File: config.mk
export PLATFORM = sky130hd
export DESIGN_NAME = ftu_top
export DESIGN_NICKNAME = d
export VERILOG_FILES = /design/src/logic/ftu_pkg.sv /design/src/logic/ftu_cnt_if.sv /design/src/logic/ftu_top.sv /design/src/logic/ftu_pin_sync.sv /design/src/logic/ftu_down_cnt.sv
export VERILOG_INCLUDE_DIRS = /design/src /design/src/logic
export SDC_FILE = /design/constraint.sdc
export NUM_CORES = 1
export LEC_CHECK = 0
export BUFFER_PORTS_ARGS = -buffer_cell sky130_fd_sc_hd__buf_2
export CAP_MARGIN = 40
export CORE_MARGIN = 1
export CORE_UTILIZATION = 30
export CTS_CLUSTER_SIZE = 40
export DETAILED_ROUTE_END_ITERATION = 8
export GPL_TIMING_DRIVEN = 0
export PLACE_DENSITY = 0.47
export SLEW_MARGIN = 20
export SYNTH_ARGS = -nofsm -noshare
export SYNTH_HDL_FRONTEND = slang
export SYNTH_SLANG_ARGS = --single-unit
File: constraint.sdc
create_clock -name CLK_SYS -period 4.35 [get_ports CLK_SYS]
set_input_delay 0.2175 -clock CLK_SYS [delete_from_list [all_inputs] [get_ports CLK_SYS]]
set_output_delay 0.2175 -clock CLK_SYS [all_outputs]
set_load 0.1 [all_outputs]
File: src/logic/ftu_regs.svh
// Register offsets, field positions and reset values of the five-timer unit.
`ifndef FTU_REGS_SVH
`define FTU_REGS_SVH
// ==========================================================================
// APB byte offsets
`define FTU_A_TXL 8'h00
`define FTU_A_TXH 8'h04
`define FTU_A_TYL 8'h08
`define FTU_A_TYH 8'h0c
`define FTU_A_T1 8'h10
`define FTU_A_T2 8'h14
`define FTU_A_T3 8'h18
`define FTU_A_XMODE 8'h1c
`define FTU_A_YMODE 8'h20
`define FTU_A_TMODE 8'h24
`define FTU_A_IRQ 8'h28
// ==========================================================================
// Timer X mode fields
`define FTU_XM_EDGE 2
`define FTU_XM_WC 3
`define FTU_XM_RTP_EN 4
`define FTU_XM_RTP_LO 5
`define FTU_XM_RTP_HI 6
// Timer Y mode field
`define FTU_YM_EDGE 2
// Timer 1-2-3 mode fields
`define FTU_TM_T1SRC 0
`define FTU_TM_T2SRC 1
`define FTU_TM_T3SRC 2
`define FTU_TM_T2OE 3
`define FTU_TM_T2WC 4
`define FTU_TM_SUB 5
// ==========================================================================
// Request bit positions
`define FTU_IRQ_TX 0
`define FTU_IRQ_TY 1
`define FTU_IRQ_T1 2
`define FTU_IRQ_T2 3
`define FTU_IRQ_T3 4
`define FTU_IRQ_CX 5
`define FTU_IRQ_CY 6
// ==========================================================================
// Reset values and prescaler
`define FTU_RST_16 16'hffff
`define FTU_RST_8 8'hff
`define FTU_DIV_LAST 4'hf
`endif

File: src/logic/ftu_pkg.sv
// Mode types of the five-timer unit.
package ftu_pkg;
   // Timer X operating modes, in register encoding order.
   typedef enum logic [1:0] {FTU_X_TIMER, FTU_X_PULSE, FTU_X_EVENT, FTU_X_PWIDTH} ftu_xmode_t;
   // Timer Y operating modes, in register encoding order.
   typedef enum logic [1:0] {FTU_Y_TIMER, FTU_Y_PERIOD, FTU_Y_EVENT, FTU_Y_HL} ftu_ymode_t;
endpackage

File: src/logic/ftu_cnt_if.sv
// Interface between the top and one reloadable down counter.
`timescale 1ns/10ps
`default_nettype none
interface ftu_cnt_if #(parameter int W = 8);
   logic tick; // Count pulse.
   logic wr_cnt; // Load counter from val.
   logic wr_lat; // Load latch from val.
   logic reload; // Edge-triggered reload from latch.
   logic [W-1:0] val; // Written value.
   logic [W-1:0] cnt; // Counter value.
   logic unf; // Underflow pulse.
   modport user (output tick, wr_cnt, wr_lat, reload, val, input cnt, unf);
   modport owner (input tick, wr_cnt, wr_lat, reload, val, output cnt, unf);
endinterface
`default_nettype wire

File: src/logic/ftu_top.sv
// Five-timer unit: two 16-bit and three 8-bit down counters behind APB.
// Function
// - Two 16-bit and three 8-bit down counters.
// - Underflow after zero reloads from latch.
// - Every underflow sets its request bit.
// - X and Y timer mode counts clock/16.
// - X pulse mode toggles pin on underflow.
// - X event mode counts its pin edges.
// - X pulse-width counts clock/16 while pin active.
// - X write control selects latch-only writes.
// - Latch-only write at underflow loads counter too.
// - X pin request follows edge select bit.
// - Real-time port updates on X underflow.
// - Y period mode reloads on pin edge.
// - Y keeps pre-reload value until read.
// - Y event mode counts its pin edges.
// - Y pin request edge; both edges in HL.
// - 8-bit sources selectable; timer 1 feeds 2/3.
// - Timer 2 write control selects latch-only writes.
// - Timer 2 output toggles on underflow.
`timescale 1ns/10ps
`default_nettype none
`include "ftu_regs.svh"
module ftu_top (
   input wire logic CLK_SYS,
   input wire logic SRST,
   input wire logic PSEL,
   input wire logic PENABLE,
   input wire logic PWRITE,
   input wire logic [7:0] PADDR,
   input wire logic [31:0] PWDATA,
   output logic [31:0] PRDATA,
   output logic PREADY,
   output logic PSLVERR,
   input wire logic TIMER_X_COUNT_PIN_IN,
   output logic TIMER_X_COUNT_PIN_OUT,
   output logic TIMER_X_COUNT_PIN_OE,
   input wire logic TIMER_Y_COUNT_PIN,
   input wire logic SUB_OSC_IN,
   output logic TIMER2_TOGGLE_OUT,
   output logic [1:0] RTP_OUT,
   output logic [6:0] IRQ_REQ
);
   // ==========================================================================
   // Software-visible state.
   logic [7:0] xmode; // Timer X mode register.
   logic [7:0] ymode; // Timer Y mode register.
   logic [7:0] tmode; // Timer 1-2-3 mode register.
   logic [7:0] wbuf_x; // Low byte held until the high byte is written.
   logic [7:0] wbuf_y; // Same for timer Y.
   logic [7:0] rbuf_x; // Low byte frozen when the high byte is read.
   logic [7:0] rbuf_y; // Same for timer Y.
   logic [15:0] ycap; // Timer Y value just before an edge reload.
   logic yhold; // Reads return ycap while set.
   logic rtp_en_d; // Previous real-time port enable.
   logic [3:0] pre; // Divide-by-16 prescaler.
   logic [3:0] pre2; // Further divide-by-16 for the slow 8-bit source.

   // ==========================================================================
   // APB decode. Every register answers with no wait state.
   wire setup = PSEL && !PENABLE;
   wire done = PSEL && PENABLE && PREADY;
   wire wr_done = done && PWRITE;
   wire rd_done = done && !PWRITE;
   wire [7:0] wd = PWDATA[7:0];
   wire hit_txl = PADDR == `FTU_A_TXL;
   wire hit_txh = PADDR == `FTU_A_TXH;
   wire hit_tyl = PADDR == `FTU_A_TYL;
   wire hit_tyh = PADDR == `FTU_A_TYH;
   wire hit_t1 = PADDR == `FTU_A_T1;
   wire hit_t2 = PADDR == `FTU_A_T2;
   wire hit_t3 = PADDR == `FTU_A_T3;
   wire hit_xm = PADDR == `FTU_A_XMODE;
   wire hit_ym = PADDR == `FTU_A_YMODE;
   wire hit_tm = PADDR == `FTU_A_TMODE;
   wire hit_irq = PADDR == `FTU_A_IRQ;
   wire mapped = hit_txl || hit_txh || hit_tyl || hit_tyh || hit_t1 || hit_t2 ||
      hit_t3 || hit_xm || hit_ym || hit_tm || hit_irq;

   // ==========================================================================
   // Pin synchronisers; nothing reads a raw pin.
   logic xp_lvl;
   logic xp_rise;
   logic xp_fall;
   logic yp_rise;
   logic yp_fall;
   logic sub_rise;
   ftu_pin_sync u_xsync (
      .clk(CLK_SYS),
      .rst(SRST),
      .pin(TIMER_X_COUNT_PIN_IN),
      .lvl(xp_lvl),
      .rise(xp_rise),
      .fall(xp_fall)
   );
   ftu_pin_sync u_ysync (
      .clk(CLK_SYS),
      .rst(SRST),
      .pin(TIMER_Y_COUNT_PIN),
      .lvl(),
      .rise(yp_rise),
      .fall(yp_fall)
   );
   ftu_pin_sync u_ssync (
      .clk(CLK_SYS),
      .rst(SRST),
      .pin(SUB_OSC_IN),
      .lvl(),
      .rise(sub_rise),
      .fall()
   );

   // ==========================================================================
   // Prescaler. The system clock stands for the main oscillator; with the
   // sub clock selected the prescaler steps on sub-oscillator rising edges.
   wire pre_step = tmode[`FTU_TM_SUB] ? sub_rise : 1'b1;
   wire div16 = pre_step && (pre == `FTU_DIV_LAST);
   wire div256 = div16 && (pre2 == `FTU_DIV_LAST);

   // Prescaler counters free-run from reset.
   always_ff @(posedge CLK_SYS) begin
      if (SRST) begin
         pre <= '0;
         pre2 <= '0;
      end else begin
         if (pre_step) begin
            pre <= pre + 4'h1;
         end
         if (div16) begin
            pre2 <= pre2 + 4'h1;
         end
      end
   end

   // ==========================================================================
   // Mode decode.
   wire ftu_pkg::ftu_xmode_t xm = ftu_pkg::ftu_xmode_t'(xmode[1:0]);
   wire ftu_pkg::ftu_ymode_t ym = ftu_pkg::ftu_ymode_t'(ymode[1:0]);
   wire x_edge = xmode[`FTU_XM_EDGE] ? xp_fall : xp_rise;
   wire y_sel_edge = ymode[`FTU_YM_EDGE] ? yp_fall : yp_rise;
   wire y_hl = ym == ftu_pkg::FTU_Y_HL;
   wire y_trig = y_hl ? (yp_rise || yp_fall) : y_sel_edge;
   wire y_meas = (ym == ftu_pkg::FTU_Y_PERIOD) || y_hl;
   wire y_reload = y_meas && y_trig;
   // Pulse-width gate: count while pin high (edge bit 0) or low (bit 1).
   wire x_gate = xp_lvl != xmode[`FTU_XM_EDGE];
   wire x_tick = (xm == ftu_pkg::FTU_X_EVENT) ? x_edge :
      (xm == ftu_pkg::FTU_X_PWIDTH) ? (div16 && x_gate) : div16;
   wire y_tick = (ym == ftu_pkg::FTU_Y_EVENT) ? y_sel_edge : div16;

   // ==========================================================================
   // Counters.
   ftu_cnt_if #(.W(16)) x_if ();
   ftu_cnt_if #(.W(16)) y_if ();
   ftu_cnt_if #(.W(8)) t1_if ();
   ftu_cnt_if #(.W(8)) t2_if ();
   ftu_cnt_if #(.W(8)) t3_if ();

   // A 16-bit write commits on the high byte, after the low byte.
   wire commit_x = wr_done && hit_txh;
   wire commit_y = wr_done && hit_tyh;
   assign x_if.tick = x_tick;
   assign x_if.val = {wd, wbuf_x};
   assign x_if.wr_lat = commit_x;
   assign x_if.wr_cnt = commit_x && !xmode[`FTU_XM_WC];
   assign x_if.reload = 1'b0;
   assign y_if.tick = y_tick;
   assign y_if.val = {wd, wbuf_y};
   assign y_if.wr_lat = commit_y;
   assign y_if.wr_cnt = commit_y;
   assign y_if.reload = y_reload;

   // 8-bit sources: timer 1 from /16 or /256; timers 2, 3 from timer 1 or /16.
   assign t1_if.tick = tmode[`FTU_TM_T1SRC] ? div256 : div16;
   assign t2_if.tick = tmode[`FTU_TM_T2SRC] ? div16 : t1_if.unf;
   assign t3_if.tick = tmode[`FTU_TM_T3SRC] ? div16 : t1_if.unf;
   assign t1_if.val = wd;
   assign t2_if.val = wd;
   assign t3_if.val = wd;
   assign t1_if.wr_lat = wr_done && hit_t1;
   assign t1_if.wr_cnt = wr_done && hit_t1;
   assign t2_if.wr_lat = wr_done && hit_t2;
   assign t2_if.wr_cnt = wr_done && hit_t2 && !tmode[`FTU_TM_T2WC];
   assign t3_if.wr_lat = wr_done && hit_t3;
   assign t3_if.wr_cnt = wr_done && hit_t3;
   assign t1_if.reload = 1'b0;
   assign t2_if.reload = 1'b0;
   assign t3_if.reload = 1'b0;

   // Five counters share one module; reload on underflow lives inside.
   ftu_down_cnt #(.W(16), .RST(`FTU_RST_16)) u_tx (
      .clk(CLK_SYS),
      .rst(SRST),
      .bus(x_if.owner)
   );
   ftu_down_cnt #(.W(16), .RST(`FTU_RST_16)) u_ty (
      .clk(CLK_SYS),
      .rst(SRST),
      .bus(y_if.owner)
   );
   ftu_down_cnt #(.W(8), .RST(`FTU_RST_8)) u_t1 (
      .clk(CLK_SYS),
      .rst(SRST),
      .bus(t1_if.owner)
   );
   ftu_down_cnt #(.W(8), .RST(`FTU_RST_8)) u_t2 (
      .clk(CLK_SYS),
      .rst(SRST),
      .bus(t2_if.owner)
   );
   ftu_down_cnt #(.W(8), .RST(`FTU_RST_8)) u_t3 (
      .clk(CLK_SYS),
      .rst(SRST),
      .bus(t3_if.owner)
   );

   // ==========================================================================
   // Request bits. A set in the same cycle as its clear wins.
   logic [6:0] irq_set;
   always_comb begin
      irq_set = '0;
      irq_set[`FTU_IRQ_TX] = x_if.unf;
      irq_set[`FTU_IRQ_TY] = y_if.unf;
      irq_set[`FTU_IRQ_T1] = t1_if.unf;
      irq_set[`FTU_IRQ_T2] = t2_if.unf;
      irq_set[`FTU_IRQ_T3] = t3_if.unf;
      irq_set[`FTU_IRQ_CX] = x_edge;
      irq_set[`FTU_IRQ_CY] = y_trig;
   end
   wire [6:0] irq_clr = (wr_done && hit_irq) ? wd[6:0] : 7'h00;

   // ==========================================================================
   // Read path. Timer Y returns the captured value while it is held.
   wire [15:0] y_view = yhold ? ycap : y_if.cnt;
   wire [7:0] rd_mux =
      hit_txl ? rbuf_x :
      hit_txh ? x_if.cnt[15:8] :
      hit_tyl ? rbuf_y :
      hit_tyh ? y_view[15:8] :
      hit_t1 ? t1_if.cnt :
      hit_t2 ? t2_if.cnt :
      hit_t3 ? t3_if.cnt :
      hit_xm ? xmode :
      hit_ym ? ymode :
      hit_tm ? tmode :
      hit_irq ? {1'b0, IRQ_REQ} : 8'h00;

   // APB answer: ready and data are registered at the setup edge.
   always_ff @(posedge CLK_SYS) begin
      if (SRST) begin
         PREADY <= 1'b0;
         PRDATA <= '0;
         PSLVERR <= 1'b0;
      end else begin
         PREADY <= setup;
         // The error flag stands only beside ready, never past the access cycle.
         PSLVERR <= setup && !mapped;
         if (setup) begin
            PRDATA <= {24'h000000, rd_mux};
         end
      end
   end

   // Mode registers and byte buffers.
   always_ff @(posedge CLK_SYS) begin
      if (SRST) begin
         xmode <= '0;
         ymode <= '0;
         tmode <= '0;
         wbuf_x <= '0;
         wbuf_y <= '0;
      end else if (wr_done) begin
         if (hit_xm) xmode <= wd;
         if (hit_ym) ymode <= wd;
         if (hit_tm) tmode <= wd;
         if (hit_txl) wbuf_x <= wd;
         if (hit_tyl) wbuf_y <= wd;
      end
   end

   // Reading the high byte freezes the low byte so the pair is coherent.
   always_ff @(posedge CLK_SYS) begin
      if (SRST) begin
         rbuf_x <= '0;
         rbuf_y <= '0;
      end else if (rd_done) begin
         if (hit_txh) rbuf_x <= x_if.cnt[7:0];
         if (hit_tyh) rbuf_y <= y_view[7:0];
      end
   end

   // Capture before an edge reload; a new capture beats the read release.
   always_ff @(posedge CLK_SYS) begin
      if (SRST) begin
         ycap <= '0;
         yhold <= 1'b0;
      end else if (y_reload) begin
         ycap <= y_if.cnt;
         yhold <= 1'b1;
      end else if (rd_done && hit_tyl) begin
         yhold <= 1'b0;
      end
   end

   // Request register, also driven straight onto the request outputs.
   always_ff @(posedge CLK_SYS) begin
      if (SRST) begin
         IRQ_REQ <= '0;
      end else begin
         IRQ_REQ <= (IRQ_REQ & ~irq_clr) | irq_set;
      end
   end

   // ==========================================================================
   // Pin outputs. Pulse mode drives the X count pin; other modes release it.
   always_ff @(posedge CLK_SYS) begin
      if (SRST) begin
         TIMER_X_COUNT_PIN_OUT <= 1'b0;
         TIMER_X_COUNT_PIN_OE <= 1'b0;
         TIMER2_TOGGLE_OUT <= 1'b0;
      end else begin
         TIMER_X_COUNT_PIN_OE <= xm == ftu_pkg::FTU_X_PULSE;
         if (xm == ftu_pkg::FTU_X_PULSE && x_if.unf) begin
            TIMER_X_COUNT_PIN_OUT <= !TIMER_X_COUNT_PIN_OUT;
         end
         if (tmode[`FTU_TM_T2OE] && t2_if.unf) begin
            TIMER2_TOGGLE_OUT <= !TIMER2_TOGGLE_OUT;
         end
      end
   end

   // Real-time port: loads at once when enabled, then on each X underflow.
   // Data rewritten while enabled waits for the next underflow.
   always_ff @(posedge CLK_SYS) begin
      if (SRST) begin
         rtp_en_d <= 1'b0;
         RTP_OUT <= '0;
      end else begin
         rtp_en_d <= xmode[`FTU_XM_RTP_EN];
         if (xmode[`FTU_XM_RTP_EN] && (!rtp_en_d || x_if.unf)) begin
            RTP_OUT <= xmode[`FTU_XM_RTP_HI:`FTU_XM_RTP_LO];
         end
      end
   end
endmodule
`default_nettype wire

File: src/logic/ftu_pin_sync.sv
// Two-stage pin synchroniser with edge detection.
`timescale 1ns/10ps
`default_nettype none
module ftu_pin_sync (
   input wire logic clk,
   input wire logic rst,
   input wire logic pin,
   output logic lvl,
   output logic rise,
   output logic fall
);
   logic s1; // First stage, read only by s2.
   logic s2; // Synchronised level.
   logic s3; // Previous synchronised level.
   // ==========================================================================
   // Synchroniser chain.
   always_ff @(posedge clk) begin
      if (rst) begin
         s1 <= 1'b0;
         s2 <= 1'b0;
         s3 <= 1'b0;
      end else begin
         s1 <= pin;
         s2 <= s1;
         s3 <= s2;
      end
   end
   assign lvl = s2;
   assign rise = s2 && !s3;
   assign fall = !s2 && s3;
endmodule
`default_nettype wire

File: src/logic/ftu_down_cnt.sv
// Down counter with reload latch, shared by all five timers.
`timescale 1ns/10ps
`default_nettype none
module ftu_down_cnt #(
   parameter int W = 8,
   parameter logic [W-1:0] RST = {W{1'b1}}
) (
   input wire logic clk,
   input wire logic rst,
   ftu_cnt_if.owner bus
);
   logic [W-1:0] latch; // Reload latch.
   logic [W-1:0] cnt_q; // Counter.
   wire [W-1:0] dec = cnt_q - 1'b1;
   // Underflow happens on the count pulse after zero.
   assign bus.cnt = cnt_q;
   assign bus.unf = bus.tick && (cnt_q == '0);
   // ==========================================================================
   // A latch write that meets an underflow lands in the counter too.
   always_ff @(posedge clk) begin
      if (rst) begin
         latch <= RST;
         cnt_q <= RST;
      end else begin
         if (bus.wr_lat) begin
            latch <= bus.val;
         end
         if (bus.wr_cnt || (bus.wr_lat && bus.unf)) begin
            cnt_q <= bus.val;
         end else if (bus.reload || bus.unf) begin
            cnt_q <= latch;
         end else if (bus.tick) begin
            cnt_q <= dec;
         end
      end
   end
endmodule
`default_nettype wire

==> metrics, run 1 <==
status=complete, no violations; share of cells above drive strength 1=roughly a tenth; CP Capture Type=flip-flop; Synth Area in Compound Gates=20.7%; post-synthesis mux area share=6.45%; clk_skew=0.0111 ns; vias in the first global route=10300; Worst Path Arrival=3.51 ns; RSZ-0062 raised after global routing=false; first-pass iteration count of the detailed router=7; clk buf depth=3; # port buffers=43; routed len/inst=22.2 microns; largest net degree at the start of global routing=14; die area=0.0382 sq mm; fmax=about 0.33 GHz; Async S/R FF share, synth=0%; initial antenna violation count=2; hold_buf cts=4; worst slew margin relative to its limit=39.9%; via count=10800; top post-synthesis cells by count=dfxtp_1, nand2_1, nor2_1; area share of the largest cell type after synthesis=40.1%; Area Growth Syn to Fin=19.1%; R2R depth=8; slew at the pin closest to its max-slew limit=0.893 ns; DR WL met3=approximately 2.9 mm; simple-gate area share of the yosys netlist=roughly a quarter; register area share after synthesis=40.1%; EDFF count, synth=0; # setup viols final=0; top post-synthesis cells by area=dfxtp_1, nand2_1, mux2i_1; Hold Path Depth=4; cells after synthesis=1404; Ys Warns=0; largest family of logic cells by synthesized area=simple AND/OR/NAND/NOR gates; gpl congestion=0.988; Worst Setup Start Kind=flip-flop; reg2reg setup slack=1.32 ns; top sig layer=met5; Peak VDD IR=roughly 0.32 mV; Final Max Slew Viols=0; final net count=1579; Yosys cell types=78; GRT overflow=0; fin cells=2011; Worst Path Max Fanout=10; worst r2r src=pre[0]; die height=195 microns; Inst Count DP=between 1500 and 2000; H-tree levels=1; Setup TNS Final=0 ns; die width=around 200 microns; Ports=94; first-pass GRT wire length=between 60 and 70 mm; drc violations=0; # rows=70; Root Buffer=clkbuf_16; Synth Area in Adders=1.00%; GRT Overall Usage=23.2%; DP HPWL=approximately 33 mm; Tightest Hold Check Type=in -> reg; clk_lat worst skew=~0.56 ns; hold worst-path end=IRQ_REQ[3]; starting density of the core=30.6%; max_cap viols=0; Cell Pwr Density=380 mW/mm^2; DR iter-0 viols=a little over 900; post-synth top area cell=dfxtp_1; Tcrit/Tclk final=69.7%; WS Path Type=reg -> reg; Seq cells post-synth=225; top-count cell post-synth=dfxtp_1; synthesized area per cell=8.00 sq um; Leak=5.06 nW; Vias/cell=5.39; fin crit period=3.03 ns; Routed WL=44.6 mm; clk slew on worst S/H paths=0.06 ns; antenna-violating nets left=0; FF-to-FF End=u_t2.bus.cnt[1]; xor/xnor cell area share of the yosys netlist=2.18%; quantity of gates resized following cts=0; Worst Path Required=4.83 ns; met2 wire length=20.0 mm; endpoints failing hold=0; commonest register cell after synthesis=dfxtp_1; Post-Syn Area=approximately 0.011 sq mm; CTS tree=yes; Post-CTS Setup Bufs=0; M1 WL=between 20 and 25 mm; Core Region=0.0367 sq mm; hold_sp=PWDATA[3]; TritonCTS Buffers=28; Sink Count=between 200 and 250
[sequential cells by signal (all words and copies together) (netlist names), 16 cells and up]
name,count
ycap,16
u_ty.latch,16
u_ty.bus.cnt,16
u_tx.latch,16
u_tx.bus.cnt,16
[through the flow]
step | total power [mW] | setup slack (ns) | hold slack, ns | instance area [sq um] | utilization (%)
3_3_place_gp | 2.49 | 1.07 | 0.418 | 12100 | 33.0
3_5_place_dp | 2.50 | 1.07 | 0.422 | 12300 | 33.5
2_1_floorplan | 2.37 | 1.79 | 0.346 | 11300 | -
4_1_cts | 5.13 | 1.33 | 0.0819 | 13400 | 36.4
5_1_grt | 5.23 | 0.999 | 0.0899 | 13400 | 36.4
6_report | 5.08 | 1.32 | 0.0920 | 13400 | 36.4
[power by group]
group	internal [mW]	total (mW)	switching [mW]
sequential	2.07	2.08	0.00775
clock	1.67	2.62	0.959
combinational	0.0768	0.381	0.304
total	3.81	5.08	1.27
[worst max-delay path, cell delays in order (launching register included)]
cell and delay, ns:
dfxtp_1 0.37, ha_1 0.18, nand3_1 0.10, a21oi_1 0.66, clkbuf_1 0.54, o21ai_1 0.40
o31ai_1 0.50, nand2_1 0.11, o211ai_1 0.10
[cell usage in the layout (no fill, tap or decap), drive strengths merged, types with 7 or more instances in the layout]
cell,n
a211oi,21
a21o,11
a21oi,109
a221oi,12
a222oi,7
a31oi,9
and2,8
buf,94
clkbuf,124
conb,24
dfxtp,225
ha,9
inv,28
mux2i,69
nand2,187
nand2b,19
nand3,51
nor2,164
nor2b,20
nor3,46
nor4,17
o211ai,12
o21ai,74
o221ai,9
o22a,7
o22ai,16
o31ai,11
or3,12
or4,14
xnor2,17
xor2,11
[layout make-up]
class                   instances  area (sq um)
fillers                      3834         23300
diodes                          1          2.50
repair buffers                 65           424
well taps                     468           586
multi-input cells            1056          6170
clock inverters                11           214
flip-flops and latches        225          4500
inverters                      28           105
clock buffers                  39           823
plain buffers                 118           541
[worst max-delay path by stage]
stage / to / cells past startpoint / start
CTS: u_t2.bus.cnt[1] / 8 / pre[0]
global placement: u_ty.bus.cnt[15] / 9 / PADDR[3]
global route: u_t2.bus.cnt[1] / 8 / pre[0]
detailed placement: u_ty.bus.cnt[15] / 9 / PADDR[3]
finish: u_t2.bus.cnt[1] / 8 / pre[0]
floorplan: u_ty.bus.cnt[15] / 8 / PREADY
[logic make-up (layout without fill, tap and decap cells)]
group / Yosys count / in the layout
XOR/XNOR: 28 / 28
multiplexers: 72 / 72
other: 1 / 25
AND/OR/NAND/NOR: 568 / 568
AO/OA/AOI/OAI: 355 / 355
buffers and inverters: 146 / 261
flip-flops: 225 / 225
adder cells (fa/ha/maj): 9 / 9
[layer usage]
layer,vias up,track usage [%]
met5,-,0
met3,74,3.73
met1,5172,32.0
met2,377,36.7
li1,5221,-
met4,2,7.76
Power figures use the tool's default switching activity.
==> run 2, diff against run 1 <==
==> constraint.sdc (replaced) <==
create_clock -name CLK_SYS -period 3.1 [get_ports CLK_SYS]
set_input_delay 0.155 -clock CLK_SYS [delete_from_list [all_inputs] [get_ports CLK_SYS]]
set_output_delay 0.155 -clock CLK_SYS [all_outputs]
set_load 0.1 [all_outputs]
==> metrics, run 2 (synthesized netlist as in run 1, its figures left out) <==
CP max stage delay=0.50 ns; RSZ-0062 raised after global routing=false; endpoints failing hold=0; reg2reg setup slack=0.15 ns; Core Region=0.0367 sq mm; switching share of power=between 20% and 30%; top sig layer=met5; DR iter-0 viols=920; # fillers=3832; routed len/inst=~22 microns; clk buf depth=3; hold_sp=PWDATA[3]; Cell Pwr Density=between 500 and 600 mW/mm^2; fmax=between 0.3 and 0.4 GHz; first-pass GRT wire length=about 67 mm; vias in the first global route=10300; antenna-violating nets left=0; commonest cells after routing, fill and taps aside=dfxtp_1, nand2_1, nor2_1; share of cells above drive strength 1=10.8%; DR WL met3=about 2.8 mm; Peak VDD IR=roughly 0.45 mV; starting density of the core=30.6%; Ports=94; die width=~200 microns; final net count=1579; H-tree levels=1; TritonCTS Buffers=28; gpl congestion=between 0.9 and 1; Area Growth Syn to Fin=19.3%; NetSw=1.78 mW; GRT Overall Usage=23.2%; M1 WL=between 20 and 25 mm; # setup viols final=0; FF-to-FF End=RTP_OUT[0]; most common cell after layout, fill and taps aside=dfxtp_1; Comb power frac=7.5%; dpl ws=-0.121 ns; DP HPWL=about 33 mm; die height=195 microns; Worst Setup Start Kind=flip-flop; Leak=between 5 and 6 nW; fin crit period=around 3 ns; drc violations=0; Clk network pwr share=between 50% and 60%; worst r2r src=u_tx.bus.cnt[0]; Worst Path Arrival=3.44 ns; clk_lat worst skew=0.56 ns; GRT overflow=0; Worst Path Max Fanout=10; Routed WL=44.5 mm; Sink Count=225; WS Path Type=reg -> reg; Tightest Hold Check Type=in -> reg; crit path cell chain=inv_1 -> ha_1 -> or3b_2 -> nor4_2 -> nand3_1 -> clkbuf_1 -> nand2b_1 -> a21boi_2 -> mux2i_1; max_cap viols=0; Tcrit/Tclk final=95.3%; initial antenna violation count=2; R2R depth=9; Worst Path Required=3.59 ns; first-pass iteration count of the detailed router=5; slew at the pin closest to its max-slew limit=0.915 ns; worst setup margin=0.146 ns; die area=0.0382 sq mm; hold_ws=0.0433 ns; CP Capture Type=flip-flop; # port buffers=43; clk slew on worst S/H paths=0.06 ns; via count=10800; clk_skew=about 0.0096 ns; Hold Path Depth=4; # rows=70; largest net degree at the start of global routing=14; Slowest cell on crit path=or3b_2; worst slew margin relative to its limit=38.5%; status=complete, no violations; Root Buffer=clkbuf_16; Power Total=approximately 7.1 mW; met2 wire length=20.0 mm; Reg power frac=40.9%; CTS tree=yes; Vias/cell=5.37; internal power=between 5 and 6 mW; Final Max Slew Viols=0; hold worst-path end=IRQ_REQ[3]
run 2: cell counts in the layout (fill, tap and decap cells not counted):
Identical to the previous run, type by type.
run 2: metrics by stage:
step	cell area (sq um)	std cells	TNS, ns	utilization (%)
finish	13400	2011	0	36.5
global route	13400	2011	0	36.5
CTS	13400	2009	0	36.4
detailed placement	12300	1955	-0.466	33.5
global placement	12100	1938	-0.411	33.0
floorplan	11300	1427	0	-
run 2: critical path, delay by kind of cell (launching register included):
family / cells / cell delay [ns]
AND/OR/NAND/NOR: 4 / 1.47
flip-flops: 1 / 0.39
multiplexers: 1 / 0.20
buffers and inverters: 2 / 0.40
AO/OA/AOI/OAI: 1 / 0.27
adder cells (fa/ha/maj): 1 / 0.15
run 2: final cells by class:
type	instances	area [sq um]	share of cell area (%)
clock inverter	11	214	1.60
tap	468	586	4.37
buffer	118	542	4.05
sequential	225	4500	33.6
inverter	28	105	0.785
multi-input combinational	1056	6190	46.2
antenna	1	2.50	0.0187
clock buffer	39	823	6.15
timing repair buffer	65	424	3.17
run 2: timing repair:
action                     in CTS  in global routing
hold endpoints to repair        6                  0
resized for setup               0                  5
setup endpoints to repair       0                 20
hold buffers                    4                  0
setup buffers                   0                  0
run 2: how the worst max path moves through the flow:
stage / from / to / slack (ns) / cells past startpoint
2_1_floorplan: PREADY / u_ty.bus.cnt[15] / 0.54 / 8
3_3_place_gp: PADDR[3] / u_ty.bus.cnt[15] / -0.11 / 9
3_5_place_dp: PADDR[3] / u_ty.bus.cnt[15] / -0.12 / 9
4_1_cts: pre[0] / u_t2.bus.cnt[1] / 0.08 / 8
5_1_grt: u_tx.bus.cnt[0] / RTP_OUT[1] / 0.02 / 9
6_report: u_tx.bus.cnt[0] / RTP_OUT[0] / 0.15 / 9
run 2: power by group through the flow:
stage          Clock, mW  Sequential, mW  Combinational, mW
2_1_floorplan          0            3.02              0.298
3_3_place_gp           0            2.98              0.513
3_5_place_dp           0            2.98              0.525
4_1_cts             3.75            2.92              0.530
5_1_grt             3.86            2.92              0.557
6_report            3.68            2.92              0.534
run 2: per-layer routing:
layer  GRT usage, %  vias to the layer above
met5              0                        -
met4           7.76                        2
met3           3.73                       69
met2           36.7                      352
met1           32.0                     5157
li1               -                     5222
